<file path="config.mk">
export PLATFORM = sky130hd
export DESIGN_NAME = dram_idle_power_down_timing
export DESIGN_NICKNAME = d
export VERILOG_FILES = /design/src/common/idle_pd_pkg.sv /design/src/common/idle_if.sv /design/src/hw/idle_counter.sv /design/src/hw/dram_idle_power_down_timing.sv
export SDC_FILE = /design/constraint.sdc
export NUM_CORES = 1
export LEC_CHECK = 0
export BUFFER_PORTS_ARGS = -buffer_cell sky130_fd_sc_hd__clkbuf_2
export CAP_MARGIN = 20
export CORE_MARGIN = 2
export CORE_UTILIZATION = 25
export CTS_CLUSTER_DIAMETER = 80
export DETAILED_ROUTE_END_ITERATION = 12
export SKIP_LAST_GASP = 1
export SLEW_MARGIN = 40
export SYNTH_ARGS = -nofsm -noshare
export SYNTH_HDL_FRONTEND = slang
export SYNTH_SLANG_ARGS = --single-unit
export TNS_END_PERCENT = 50
</file>
<file path="constraint.sdc">
create_clock -name clk_sys -period 1.8 [get_ports clk_sys]
set_input_delay 0.09 -clock clk_sys [delete_from_list [all_inputs] [get_ports clk_sys]]
set_output_delay 0.09 -clock clk_sys [all_outputs]
set_load 0.005 [all_outputs]
</file>
<file path="src/common/idle_pd_pkg.sv">
// Constants, register layout and decode functions for DRAM idle and power-down timing
package idle_pd_pkg;

    // ****************************************
    // Geometry and register map
    // ****************************************
    localparam int NUM_RANKS = 2;
    localparam int NUM_BANKS = 4;
    localparam int ADDR_W = 12;
    localparam int CNT_W = 6;
    localparam logic [ADDR_W-1:0] IDLE_TIMING_ADDR = 12'h118;
    localparam logic [ADDR_W-1:0] CTRL_MODE_ADDR = 12'h120;
    localparam logic [31:0] IDLE_TIMING_RESET = 32'h000003ff;
    localparam logic [31:0] CTRL_MODE_RESET = 32'h40002801;
    // Bits of the timing register that hold storage
    localparam logic [31:0] IDLE_TIMING_RW_MASK = 32'hc00303ff;
    localparam int INIT_DONE_BIT = 29;

    // Field positions
    localparam int CKE_LOW_LSB = 30;
    localparam int EXIT_LSB = 8;
    localparam int PAGE_LSB = 5;
    localparam int PD_LSB = 0;

    // ****************************************
    // Encodings
    // ****************************************
    localparam logic [1:0] CKE_LOW_DDR = 2'h0;
    localparam logic [1:0] CKE_LOW_DDR2 = 2'h2;
    localparam logic [1:0] EXIT_TWO = 2'h2;
    localparam logic [1:0] EXIT_ONE = 2'h3;
    localparam logic [2:0] PAGE_EIGHT = 3'h1;
    localparam logic [2:0] PAGE_NEVER = 3'h7;
    localparam logic [4:0] PD_NEVER = 5'h1f;
    localparam logic [CNT_W-1:0] CNT_ONE = 6'h01;
    localparam logic [CNT_W-1:0] CNT_TWO = 6'h02;
    localparam logic [CNT_W-1:0] CNT_THREE = 6'h03;
    localparam logic [CNT_W-1:0] CNT_EIGHT = 6'h08;

    typedef enum logic [3:0] {
        ST_ACTIVE = 4'h1,
        ST_LOW = 4'h2,
        ST_DOWN = 4'h4,
        ST_EXIT = 4'h8
    } rank_state_t;

    // CKE minimum low time in clocks; reserved codes take the longer value
    function automatic logic [CNT_W-1:0] cke_low_clocks(input logic [1:0] code);
        cke_low_clocks = (code == CKE_LOW_DDR) ? CNT_ONE : CNT_THREE;
    endfunction : cke_low_clocks

    // Exit delay in clocks; reserved codes take the safer two clocks
    function automatic logic [CNT_W-1:0] exit_clocks(input logic [1:0] code);
        exit_clocks = (code == EXIT_ONE) ? CNT_ONE : CNT_TWO;
    endfunction : exit_clocks

endpackage : idle_pd_pkg

</file>
<file path="src/common/idle_if.sv">
// Interface between the channel controller and one idle counter
`timescale 1ns/100ps
`default_nettype none
interface idle_if;
    logic restart;
    logic enable;
    logic [5:0] limit;
    logic expired;
    modport owner (output restart, output enable, output limit, input expired);
    modport timer (input restart, input enable, input limit, output expired);
endinterface : idle_if
`default_nettype wire

</file>
<file path="src/hw/idle_counter.sv">
// Saturating idle counter that flags a configured run of unaccessed clocks
`timescale 1ns/100ps
`default_nettype none
module idle_counter
    import idle_pd_pkg::*;
(
    // Clock and reset
    input wire logic clk_sys,
    input wire logic reset_n,
    // Control from owner
    idle_if.timer tmr
);

    logic [CNT_W-1:0] count_q;
    logic expired_q;

    // Count only consecutive idle clocks; saturate so a long idle never wraps
    always_ff @(posedge clk_sys) begin
        if (!reset_n) begin
            count_q <= '0;
        end else if (tmr.restart) begin
            count_q <= '0;
        end else if (count_q != {CNT_W{1'b1}}) begin
            count_q <= count_q + CNT_ONE;
        end
    end

    // Expiry is held off while disabled; the restart cycle itself is never idle
    always_ff @(posedge clk_sys) begin
        if (!reset_n) begin
            expired_q <= 1'b0;
        end else begin
            // One bit wider, so a saturated count still reads as expired instead of wrapping
            expired_q <= tmr.enable && !tmr.restart
                       && (({1'b0, count_q} + {1'b0, CNT_ONE}) >= {1'b0, tmr.limit});
        end
    end

    assign tmr.expired = expired_q;

endmodule : idle_counter
`default_nettype wire

</file>
<file path="src/hw/dram_idle_power_down_timing.sv">
// Idle timing, page-close scheduling and rank power-down for one DRAM channel
`timescale 1ns/100ps
`default_nettype none
module dram_idle_power_down_timing
    import idle_pd_pkg::*;
(
    // Clock and reset
    input wire logic clk_sys,
    input wire logic reset_n,
    // Register port
    input wire logic [ADDR_W-1:0] reg_addr,
    input wire logic reg_wr,
    input wire logic reg_rd,
    input wire logic [3:0] reg_be,
    input wire logic [31:0] reg_wdata,
    output logic [31:0] reg_rdata,
    output logic reg_rvalid,
    // Scheduler activity
    input wire logic [NUM_BANKS-1:0] bank_access,
    input wire logic [NUM_BANKS-1:0] bank_open,
    input wire logic [NUM_RANKS-1:0] rank_access,
    // Results
    output logic [NUM_BANKS-1:0] page_close_req,
    output logic [NUM_RANKS-1:0] cke,
    output logic [NUM_RANKS-1:0] cmd_ok
);

    // ****************************************
    // Registers
    // ****************************************
    logic [31:0] timing_q;
    logic init_done_q;
    logic [31:0] wmask;
    logic [1:0] cke_low_code;
    logic [1:0] exit_code;
    logic [2:0] page_code;
    logic [4:0] pd_code;
    logic timing_wr;
    logic mode_wr;

    // Address decode shared by the storage and flag writes
    assign timing_wr = reg_wr && reg_addr == IDLE_TIMING_ADDR;
    assign mode_wr = reg_wr && reg_addr == CTRL_MODE_ADDR;

    // Byte enables widen into a bit mask
    always_comb begin
        for (int i = 0; i < 4; i++) begin
            wmask[i*8 +: 8] = {8{reg_be[i]}};
        end
    end

    // Only documented storage bits take writes; read-only bits keep their value
    always_ff @(posedge clk_sys) begin
        if (!reset_n) begin
            timing_q <= IDLE_TIMING_RESET;
        end else if (timing_wr) begin
            timing_q <= (timing_q & ~(wmask & IDLE_TIMING_RW_MASK))
                      | (reg_wdata & wmask & IDLE_TIMING_RW_MASK);
        end
    end

    // Init flag records firmware state only and steers nothing here
    always_ff @(posedge clk_sys) begin
        if (!reset_n) begin
            init_done_q <= 1'b0;
        end else if (mode_wr && reg_be[INIT_DONE_BIT/8]) begin
            init_done_q <= reg_wdata[INIT_DONE_BIT];
        end
    end

    // Read data one clock after the strobe; unmapped addresses read zero
    always_ff @(posedge clk_sys) begin
        if (!reset_n) begin
            reg_rdata <= '0;
            reg_rvalid <= 1'b0;
        end else begin
            reg_rvalid <= reg_rd;
            if (reg_rd && reg_addr == IDLE_TIMING_ADDR) begin
                reg_rdata <= timing_q;
            end else if (reg_rd && reg_addr == CTRL_MODE_ADDR) begin
                reg_rdata <= (CTRL_MODE_RESET & ~(32'h1 << INIT_DONE_BIT))
                           | ({31'h0, init_done_q} << INIT_DONE_BIT);
            end else if (reg_rd) begin
                reg_rdata <= '0;
            end
        end
    end

    assign cke_low_code = timing_q[CKE_LOW_LSB +: 2];
    assign exit_code = timing_q[EXIT_LSB +: 2];
    assign page_code = timing_q[PAGE_LSB +: 3];
    assign pd_code = timing_q[PD_LSB +: 5];

    // ****************************************
    // Page-close idle timers, one per bank
    // ****************************************
    idle_if bank_tmr [NUM_BANKS] ();

    for (genvar b = 0; b < NUM_BANKS; b++) begin : g_bank
        // Only code 001 closes pages; 111 and reserved codes leave them open
        assign bank_tmr[b].enable = (page_code == PAGE_EIGHT) && bank_open[b];
        assign bank_tmr[b].limit = CNT_EIGHT;
        assign bank_tmr[b].restart = bank_access[b];

        idle_counter u_bank_idle (
            .clk_sys(clk_sys),
            .reset_n(reset_n),
            .tmr(bank_tmr[b])
        );

        // Request stays up until the bank is used or closed
        always_ff @(posedge clk_sys) begin
            if (!reset_n) begin
                page_close_req[b] <= 1'b0;
            end else begin
                page_close_req[b] <= bank_tmr[b].expired && bank_open[b]
                                   && !bank_access[b];
            end
        end
    end

    // ****************************************
    // Rank power-down, one state machine per rank
    // ****************************************
    idle_if rank_tmr [NUM_RANKS] ();

    for (genvar r = 0; r < NUM_RANKS; r++) begin : g_rank
        rank_state_t state_q;
        logic [CNT_W-1:0] wait_q;
        logic wake_q;
        logic go_down;
        logic wake_now;

        // All ones disables the timer; the field value is the idle clock count
        assign rank_tmr[r].enable = (pd_code != PD_NEVER) && (state_q == ST_ACTIVE);
        assign rank_tmr[r].limit = {1'b0, pd_code};
        assign rank_tmr[r].restart = rank_access[r] || state_q != ST_ACTIVE;

        // Idle run just ran out with nothing queued for this rank
        assign go_down = rank_tmr[r].expired && !rank_access[r];
        // Minimum low time is over and a command is waiting
        assign wake_now = wait_q == '0 && (wake_q || rank_access[r]);

        idle_counter u_rank_idle (
            .clk_sys(clk_sys),
            .reset_n(reset_n),
            .tmr(rank_tmr[r])
        );

        // A wake request during the minimum low time is remembered, not dropped
        always_ff @(posedge clk_sys) begin
            if (!reset_n) begin
                wake_q <= 1'b0;
            end else if (state_q == ST_LOW) begin
                wake_q <= wake_q || rank_access[r];
            end else begin
                wake_q <= 1'b0;
            end
        end

        // CKE low for the minimum time, then high with the exit delay before commands
        always_ff @(posedge clk_sys) begin
            if (!reset_n) begin
                state_q <= ST_ACTIVE;
                wait_q <= '0;
            end else begin
                case (state_q)
                    ST_ACTIVE: begin
                        if (go_down) begin
                            state_q <= ST_LOW;
                            wait_q <= cke_low_clocks(cke_low_code) - CNT_ONE;
                        end
                    end
                    ST_LOW: begin
                        if (wait_q != '0) begin
                            wait_q <= wait_q - CNT_ONE;
                        end else if (wake_q || rank_access[r]) begin
                            state_q <= ST_EXIT;
                            wait_q <= exit_clocks(exit_code) - CNT_ONE;
                        end else begin
                            state_q <= ST_DOWN;
                        end
                    end
                    ST_DOWN: begin
                        if (rank_access[r]) begin
                            state_q <= ST_EXIT;
                            wait_q <= exit_clocks(exit_code) - CNT_ONE;
                        end
                    end
                    ST_EXIT: begin
                        // Counts from the first clock CKE is high to the command clock
                        if (wait_q != '0) begin
                            wait_q <= wait_q - CNT_ONE;
                        end else begin
                            state_q <= ST_ACTIVE;
                        end
                    end
                    default: begin
                        state_q <= ST_ACTIVE;
                        wait_q <= '0;
                    end
                endcase
            end
        end

        // Pin-facing outputs registered from the next-state view
        always_ff @(posedge clk_sys) begin
            if (!reset_n) begin
                cke[r] <= 1'b1;
                cmd_ok[r] <= 1'b1;
            end else begin
                cke[r] <= (state_q == ST_ACTIVE && !go_down)
                        || state_q == ST_EXIT
                        || (state_q == ST_LOW && wake_now)
                        || (state_q == ST_DOWN && rank_access[r]);
                cmd_ok[r] <= (state_q == ST_ACTIVE && !go_down)
                           || (state_q == ST_EXIT && wait_q == '0);
            end
        end
    end

endmodule : dram_idle_power_down_timing
`default_nettype wire

</file>
# Yosys cells after proc, flatten, opt, wreduce, memory -nomap -nowiden
# Cells that the tools add are included.
dict set report word_totals {
  register_bits 138
  output_inout_bits 41
}
dict set report op_classes {
  reduce_logical 83
  addsub 16
  magnitude_cmp 6
  n_mux 29
  bitwise 5
  n_eq_ne 33
}
# op n
set op_table {}
lappend op_table {{32-bit 2-to-1 mux} 3}
lappend op_table {{32-bit AND} 2}
lappend op_table {{6-bit 2-to-1 mux} 10}
lappend op_table {{6-bit one-hot mux with 4 select lines} 2}
lappend op_table {{1-bit logical AND} 43}
lappend op_table {{6-bit by 1-bit adder with 7-bit output, second input constant} 6}
lappend op_table {{4-bit 2-to-1 mux} 10}
lappend op_table {{6-bit by 1-bit adder with 6-bit output, second input constant} 6}
lappend op_table {{6-bit != test, second input constant} 6}
lappend op_table {{32-bit inverter} 1}
lappend op_table {{32-bit OR} 1}
lappend op_table {{4-bit one-hot mux with 4 select lines} 2}
lappend op_table {{7-bit by 4-bit >= comparator with 1-bit output, second input constant} 4}
lappend op_table {{12-bit by 9-bit equality test with 1-bit output, second input constant} 2}
lappend op_table {{2-bit != test, second input constant} 10}
lappend op_table {{4-bit AND reduction} 4}
lappend op_table {{7-bit by 5-bit >= comparator with 1-bit output} 2}
lappend op_table {{6-bit zero test} 2}
lappend op_table {{1-bit logical OR} 12}
lappend op_table {{6-bit nonzero test} 2}
lappend op_table {{2-bit OR reduction} 6}
lappend op_table {{6-bit by 1-bit subtractor with 6-bit output, second input constant} 2}
lappend op_table {{1-bit zero test} 10}
lappend op_table {{4-bit by 1-bit equality test with 1-bit output, second input constant} 2}
lappend op_table {{15 further kinds} 22}

# Logic depth before layout (Yosys ltp)
dict set report logic_depth {
  ltp_word 7
  mapped_depth 7
  ltp_nobuf 7
}

# Modules after synthesis
# A second synthesis with hierarchy kept.
dict set report hier_totals {
  cells_unflattened 714
  area_unflattened_um2 5999.5
}
# mod instances cells_each area_each_um2 seq_area_each_um2
set by_module_without_submodules {}
lappend by_module_without_submodules {dram_idle_power_down_timing 1 397 3198.1 1241.2}
lappend by_module_without_submodules {{idle_counter (g_bank[0].u_bank_idle ...)} 5 53 471.7 140.1}
lappend by_module_without_submodules {{idle_counter (g_rank[1].u_rank_idle)} 1 52 442.9 140.1}

# Least setup slack after synthesis
# No wires, ideal clock.
dict set report synth_path {
  path_type {flip-flop to flip-flop}
  startpoint {register g_rank[1].wait_q[1]}
  endpoint {register g_rank[1].state_q[2]}
  setup_slack_ps -52
  n_path_buf 0
  period_less_slack_ps 1852
  path_stages_with_launch 8
  setup_time_ps 79
  t_arrival_ps 1772
  path_cell_list {dfxtp_1 -> inv_1 -> ha_1 -> or3b_1 -> nor3_2 -> o32ai_1 -> or3b_1 -> a211oi_2}
}
dict set report synth_via {
  elab_chain_cells 3
  word_cells_on_any_way 4
  classes_between {eq/ne: 2; reduce/logical: 2}
}
# item line_no
set synth_lines {}
lappend synth_lines {{start: declaration} dram_idle_power_down_timing.sv:129} ;# logic [CNT_W-1:0] wait_q;
lappend synth_lines {{start signal: assignment} dram_idle_power_down_timing.sv:171} ;# wait_q <= cke_low_clocks(cke_low_code) - CNT_ONE;
lappend synth_lines {{start signal: assignment} dram_idle_power_down_timing.sv:176} ;# wait_q <= wait_q - CNT_ONE;
lappend synth_lines {{start signal: assignment} dram_idle_power_down_timing.sv:179} ;# wait_q <= exit_clocks(exit_code) - CNT_ONE;
lappend synth_lines {{6-bit nonzero test (*)} {dram_idle_power_down_timing.sv:175, dram_idle_power_down_timing.sv:192}}
lappend synth_lines {{2-bit != test (no source line)} n/a}
lappend synth_lines {{4-bit AND reduction (no source line) (*)} n/a}
lappend synth_lines {{end signal: assignment} dram_idle_power_down_timing.sv:178} ;# state_q <= ST_EXIT;
lappend synth_lines {{end signal: assignment} dram_idle_power_down_timing.sv:181} ;# state_q <= ST_DOWN;
lappend synth_lines {{end signal: assignment} dram_idle_power_down_timing.sv:195} ;# state_q <= ST_ACTIVE;
lappend synth_lines {{end: declaration} dram_idle_power_down_timing.sv:128} ;# rank_state_t state_q;
# Every way passes the cells marked *; elsewhere a longest branch is shown, timed or not.
# A chain may end at the register's enable or synchronous reset.

# Worst setup path in the final report
dict set report layout_path {
  startpoint {register g_rank[1].wait_q[0]}
  endpoint {register g_rank[1].state_q[2]}
}
# The elaborated chain is that of the path after synthesis.

==> metrics.md <==
| Metric | Value |
|---|---|
| Most frequent cells after synthesis | `104 x dfxtp_1, 62 x nor2_1, 48 x nand2_1` |
| CP Max Fanout | `4` |
| Via count | `4463` |
| Final Wtd Congestion | `0.805` |
| Vias in the first global route | `4265` |
| Post-Place Setup Slack | `-0.0430 ns` |
| Distinct cells, synth | `63` |
| CTS HTree Levels | `3` |
| Tightest Hold Check Type | `input port to register` |
| Input/output buffers | `70` |
| Synth Cell Area | `0.00517 mm^2` |
| Data arrival, critical path | `2.10 ns` |
| Initial Util | `0.255` |
| Fmax achieved | `551 MHz` |
| Asr flop ratio synth | `0` |
| CTS max path bufs | `2` |
| Worst-path cell chain | `inv_2 > ha_4 > or3b_4 > nor3_4 > o32ai_2 > or3b_1 > a211oi_2` |
| Slew HR | `0.647` |
| Post-synth top area cell | `dfxtp_1` |
| Worst skew pair latency | `0.36 ns` |
| Area contributors post-synth | `dfxtp_1 40%, ha_1 5.3%, nor2_1 4.5%, a21oi_1 4.4%, nand3_1 3.9%` |
| EDFF count, synth | `0` |
| Net Sw Power | `0.00154 W` |
| Final hold vios | `0` |
| CTS tree | `built` |
| Reg2reg setup slack | `-0.02 ns` |
| GR Overflow Total | `0` |
| Residual DRC | `0` |
| DRT Wirelength | `12.8 mm` |
| Skew final | `0.00887 ns` |
| FF+latch count, synth | `104` |
| Mean Syn Cell Area | `8.57 um^2` |
| Leak pwr | `2.83 nW` |
| Final WS setup | `-0.0151 ns` |
| Sw Ratio | `0.285` |
| Clock power share | `0.358` |
| Synth top area share | `0.402` |
| Register area share after synthesis | `0.402` |
| Fin nets | `809` |
| Internal Pwr Total | `0.00387 W` |
| Slew Viols, Final | `0` |
| Die width | `148 um` |
| Highest-delay cell along the critical path | `or3b_4` |
| YS warnings | `0` |
| Num ports | `103` |
| Vias/cell | `4.46` |
| DR pass1 iterations | `5` |
| Kind of critical path | `register to register` |
| # rows | `52` |
| Post-DR wirelength/cell | `12.8 um` |
| Final worst path period share | `1.01` |
| VDD IR max | `563 uV` |
| Post-route ant nets | `0` |
| Combinational power share | `0.190` |
| Max Cap Viol | `0` |
| Die Ht | `148 um` |
| Top cell family by delay on the critical path | `simple AND/OR/NAND/NOR gates` |
| Post-DP HPWL | `9.51 mm` |
| Critical path buffer and inverter count | `1` |
| Clk slew on worst S/H paths | `0.07 ns` |
| Share of post-route cells with drive strength above 1 | `0.240` |
| Pin slew with the least headroom to its limit | `0.522 ns` |
| Core box area | `0.0203 mm^2` |
| Largest net degree at the start of global routing | `21` |
| CP Launch Type | `register` |
| Initial antenna violation count | `0` |
| DRT iter0 DRCs | `200` |
| PD cells | `814 mW/mm^2` |
| Clock root cell | `clkbuf_16` |
| Post-synthesis cell count | `604` |
| Setup bufs post-CTS | `0` |
| Outcome | `finished with violations` |
| Die area | `0.0219 mm^2` |
| Post-route cell area | `0.00665 mm^2` |
| Final Setup Violations | `1` |
| CP Capture Type | `register` |
| Final hold slack | `0.0240 ns` |
| Area grow syn2layout | `28.5%` |
| Synth Flop Type | `dfxtp_1` |
| CTS buffer count | `9` |
| Critical Path RT | `2.08 ns` |
| Antenna cells | `0` |
| Violated checks | `negative setup slack` |
| Flop pwr share | `0.452` |
| CTS Sinks | `104` |
| DP Area | `0.00609 mm^2` |
| Crit path largest cell delay | `0.42 ns` |
| Most frequent cell after synthesis | `dfxtp_1` |
| RSZ-0062 raised after global routing | `true` |
| Final worst path period need | `1.82 ns` |
| First-pass GRT wire length | `21.0 mm` |
| Gr usage total | `0.120` |
[cell families after synthesis]
| family | after synthesis | share of synthesized area |
|---|---|---|
| compound gates | 106 | 0.133 |
| simple gates | 263 | 0.273 |
| mux | 17 | 0.0331 |
| buf+inv | 69 | 0.0665 |
| flops | 104 | 0.402 |
| xor+xnor | 22 | 0.0372 |
| other cells | 1 | 0.000725 |
| fa+ha+maj | 22 | 0.0532 |
[worst paths after layout]
check | startpoint | depth (start not counted) | to
setup reg to reg | g_rank[1].wait_q[0] | 7 | g_rank[1].state_q[2]
setup / recovery | g_rank[1].wait_q[0] | 7 | g_rank[1].state_q[2]
hold reg to reg | g_bank[0].u_bank_idle.tmr.expired | 2 | page_close_req[0]
hold / removal | reg_wdata[29] | 3 | init_done_q
[cell usage in the layout, fill, tap and decap left out, drive strengths merged, types with 3 or more instances in the layout]
cell and instances:
dfxtp 104, clkbuf 79, nor2 62, nand2 48
buf 47, a21oi 46, nand3 40, inv 32
nor3 24, o21ai 24, ha 22, dlygate4sd3 19
nand2b 17, mux2i 16, conb 15, xnor2 14
nor2b 14, a31oi 10, nor4b 10, xor2 8
nand3b 5, nor3b 5, or3 5, o32ai 5
and3 4, and2 4, nand4 4, clkinvlp 4
or4b 4, nor4 4, or2 3, and4b 3
a311oi 3, or3b 3
[per-stage QoR]
stage	power, W	std cells	utilization	setup TNS, ns
after detailed placement	0.00345	966	0.300	-0.110
after global placement	0.00345	966	0.300	-0.121
after CTS	0.00544	1001	0.324	-0.0270
after global routing	0.00569	1000	0.327	-0.600
after floorplan	0.00310	618	-	0
final	0.00541	1000	0.327	-0.0151
[repair_timing]
action / in CTS / in global routing
pin swaps: 2 / 6
hold endpoints to repair: 22 / 0
hold buffers: 19 / 0
setup endpoints to repair: 3 / 21
resized for setup: 2 / 17
cloned: 0 / 0
[layout make-up]
class | instances | area (um^2)
Multi-Input combinational cell | 445 | 2900
Sequential cell | 104 | 2090
Timing Repair Buffer | 136 | 918
Fill cell | 2145 | 13700
Clock buffer | 9 | 225
Clock inverter | 7 | 63.8
Inverter | 29 | 109
Tap cell | 270 | 338
[power groups by stage]
stage               Sequential, W  Combinational [W]  Clock, W
finish                    0.00245            0.00103   0.00194
global route              0.00246            0.00114   0.00209
CTS                       0.00244            0.00100   0.00199
detailed placement        0.00250           0.000953         0
global placement          0.00250           0.000951         0
floorplan                 0.00248           0.000627         0
[metal layers]
| layer | global-route usage | part of all wire | vias to the layer above |
|---|---|---|---|
| li1 | - | - | 2323 |
| met1 | 0.150 | 0.47 | 2041 |
| met2 | 0.200 | 0.47 | 90 |
| met3 | 0.0361 | 0.051 | 9 |
| met4 | 0.0319 | 0.011 | 0 |
| met5 | 0 | 0 | - |
[tightest hold or removal path, stage by stage]
cell	delay, ns
clkbuf_2	0.11
mux2i_1	0.07
nor2_1	0.08
Power figures use the tool's default switching activity.
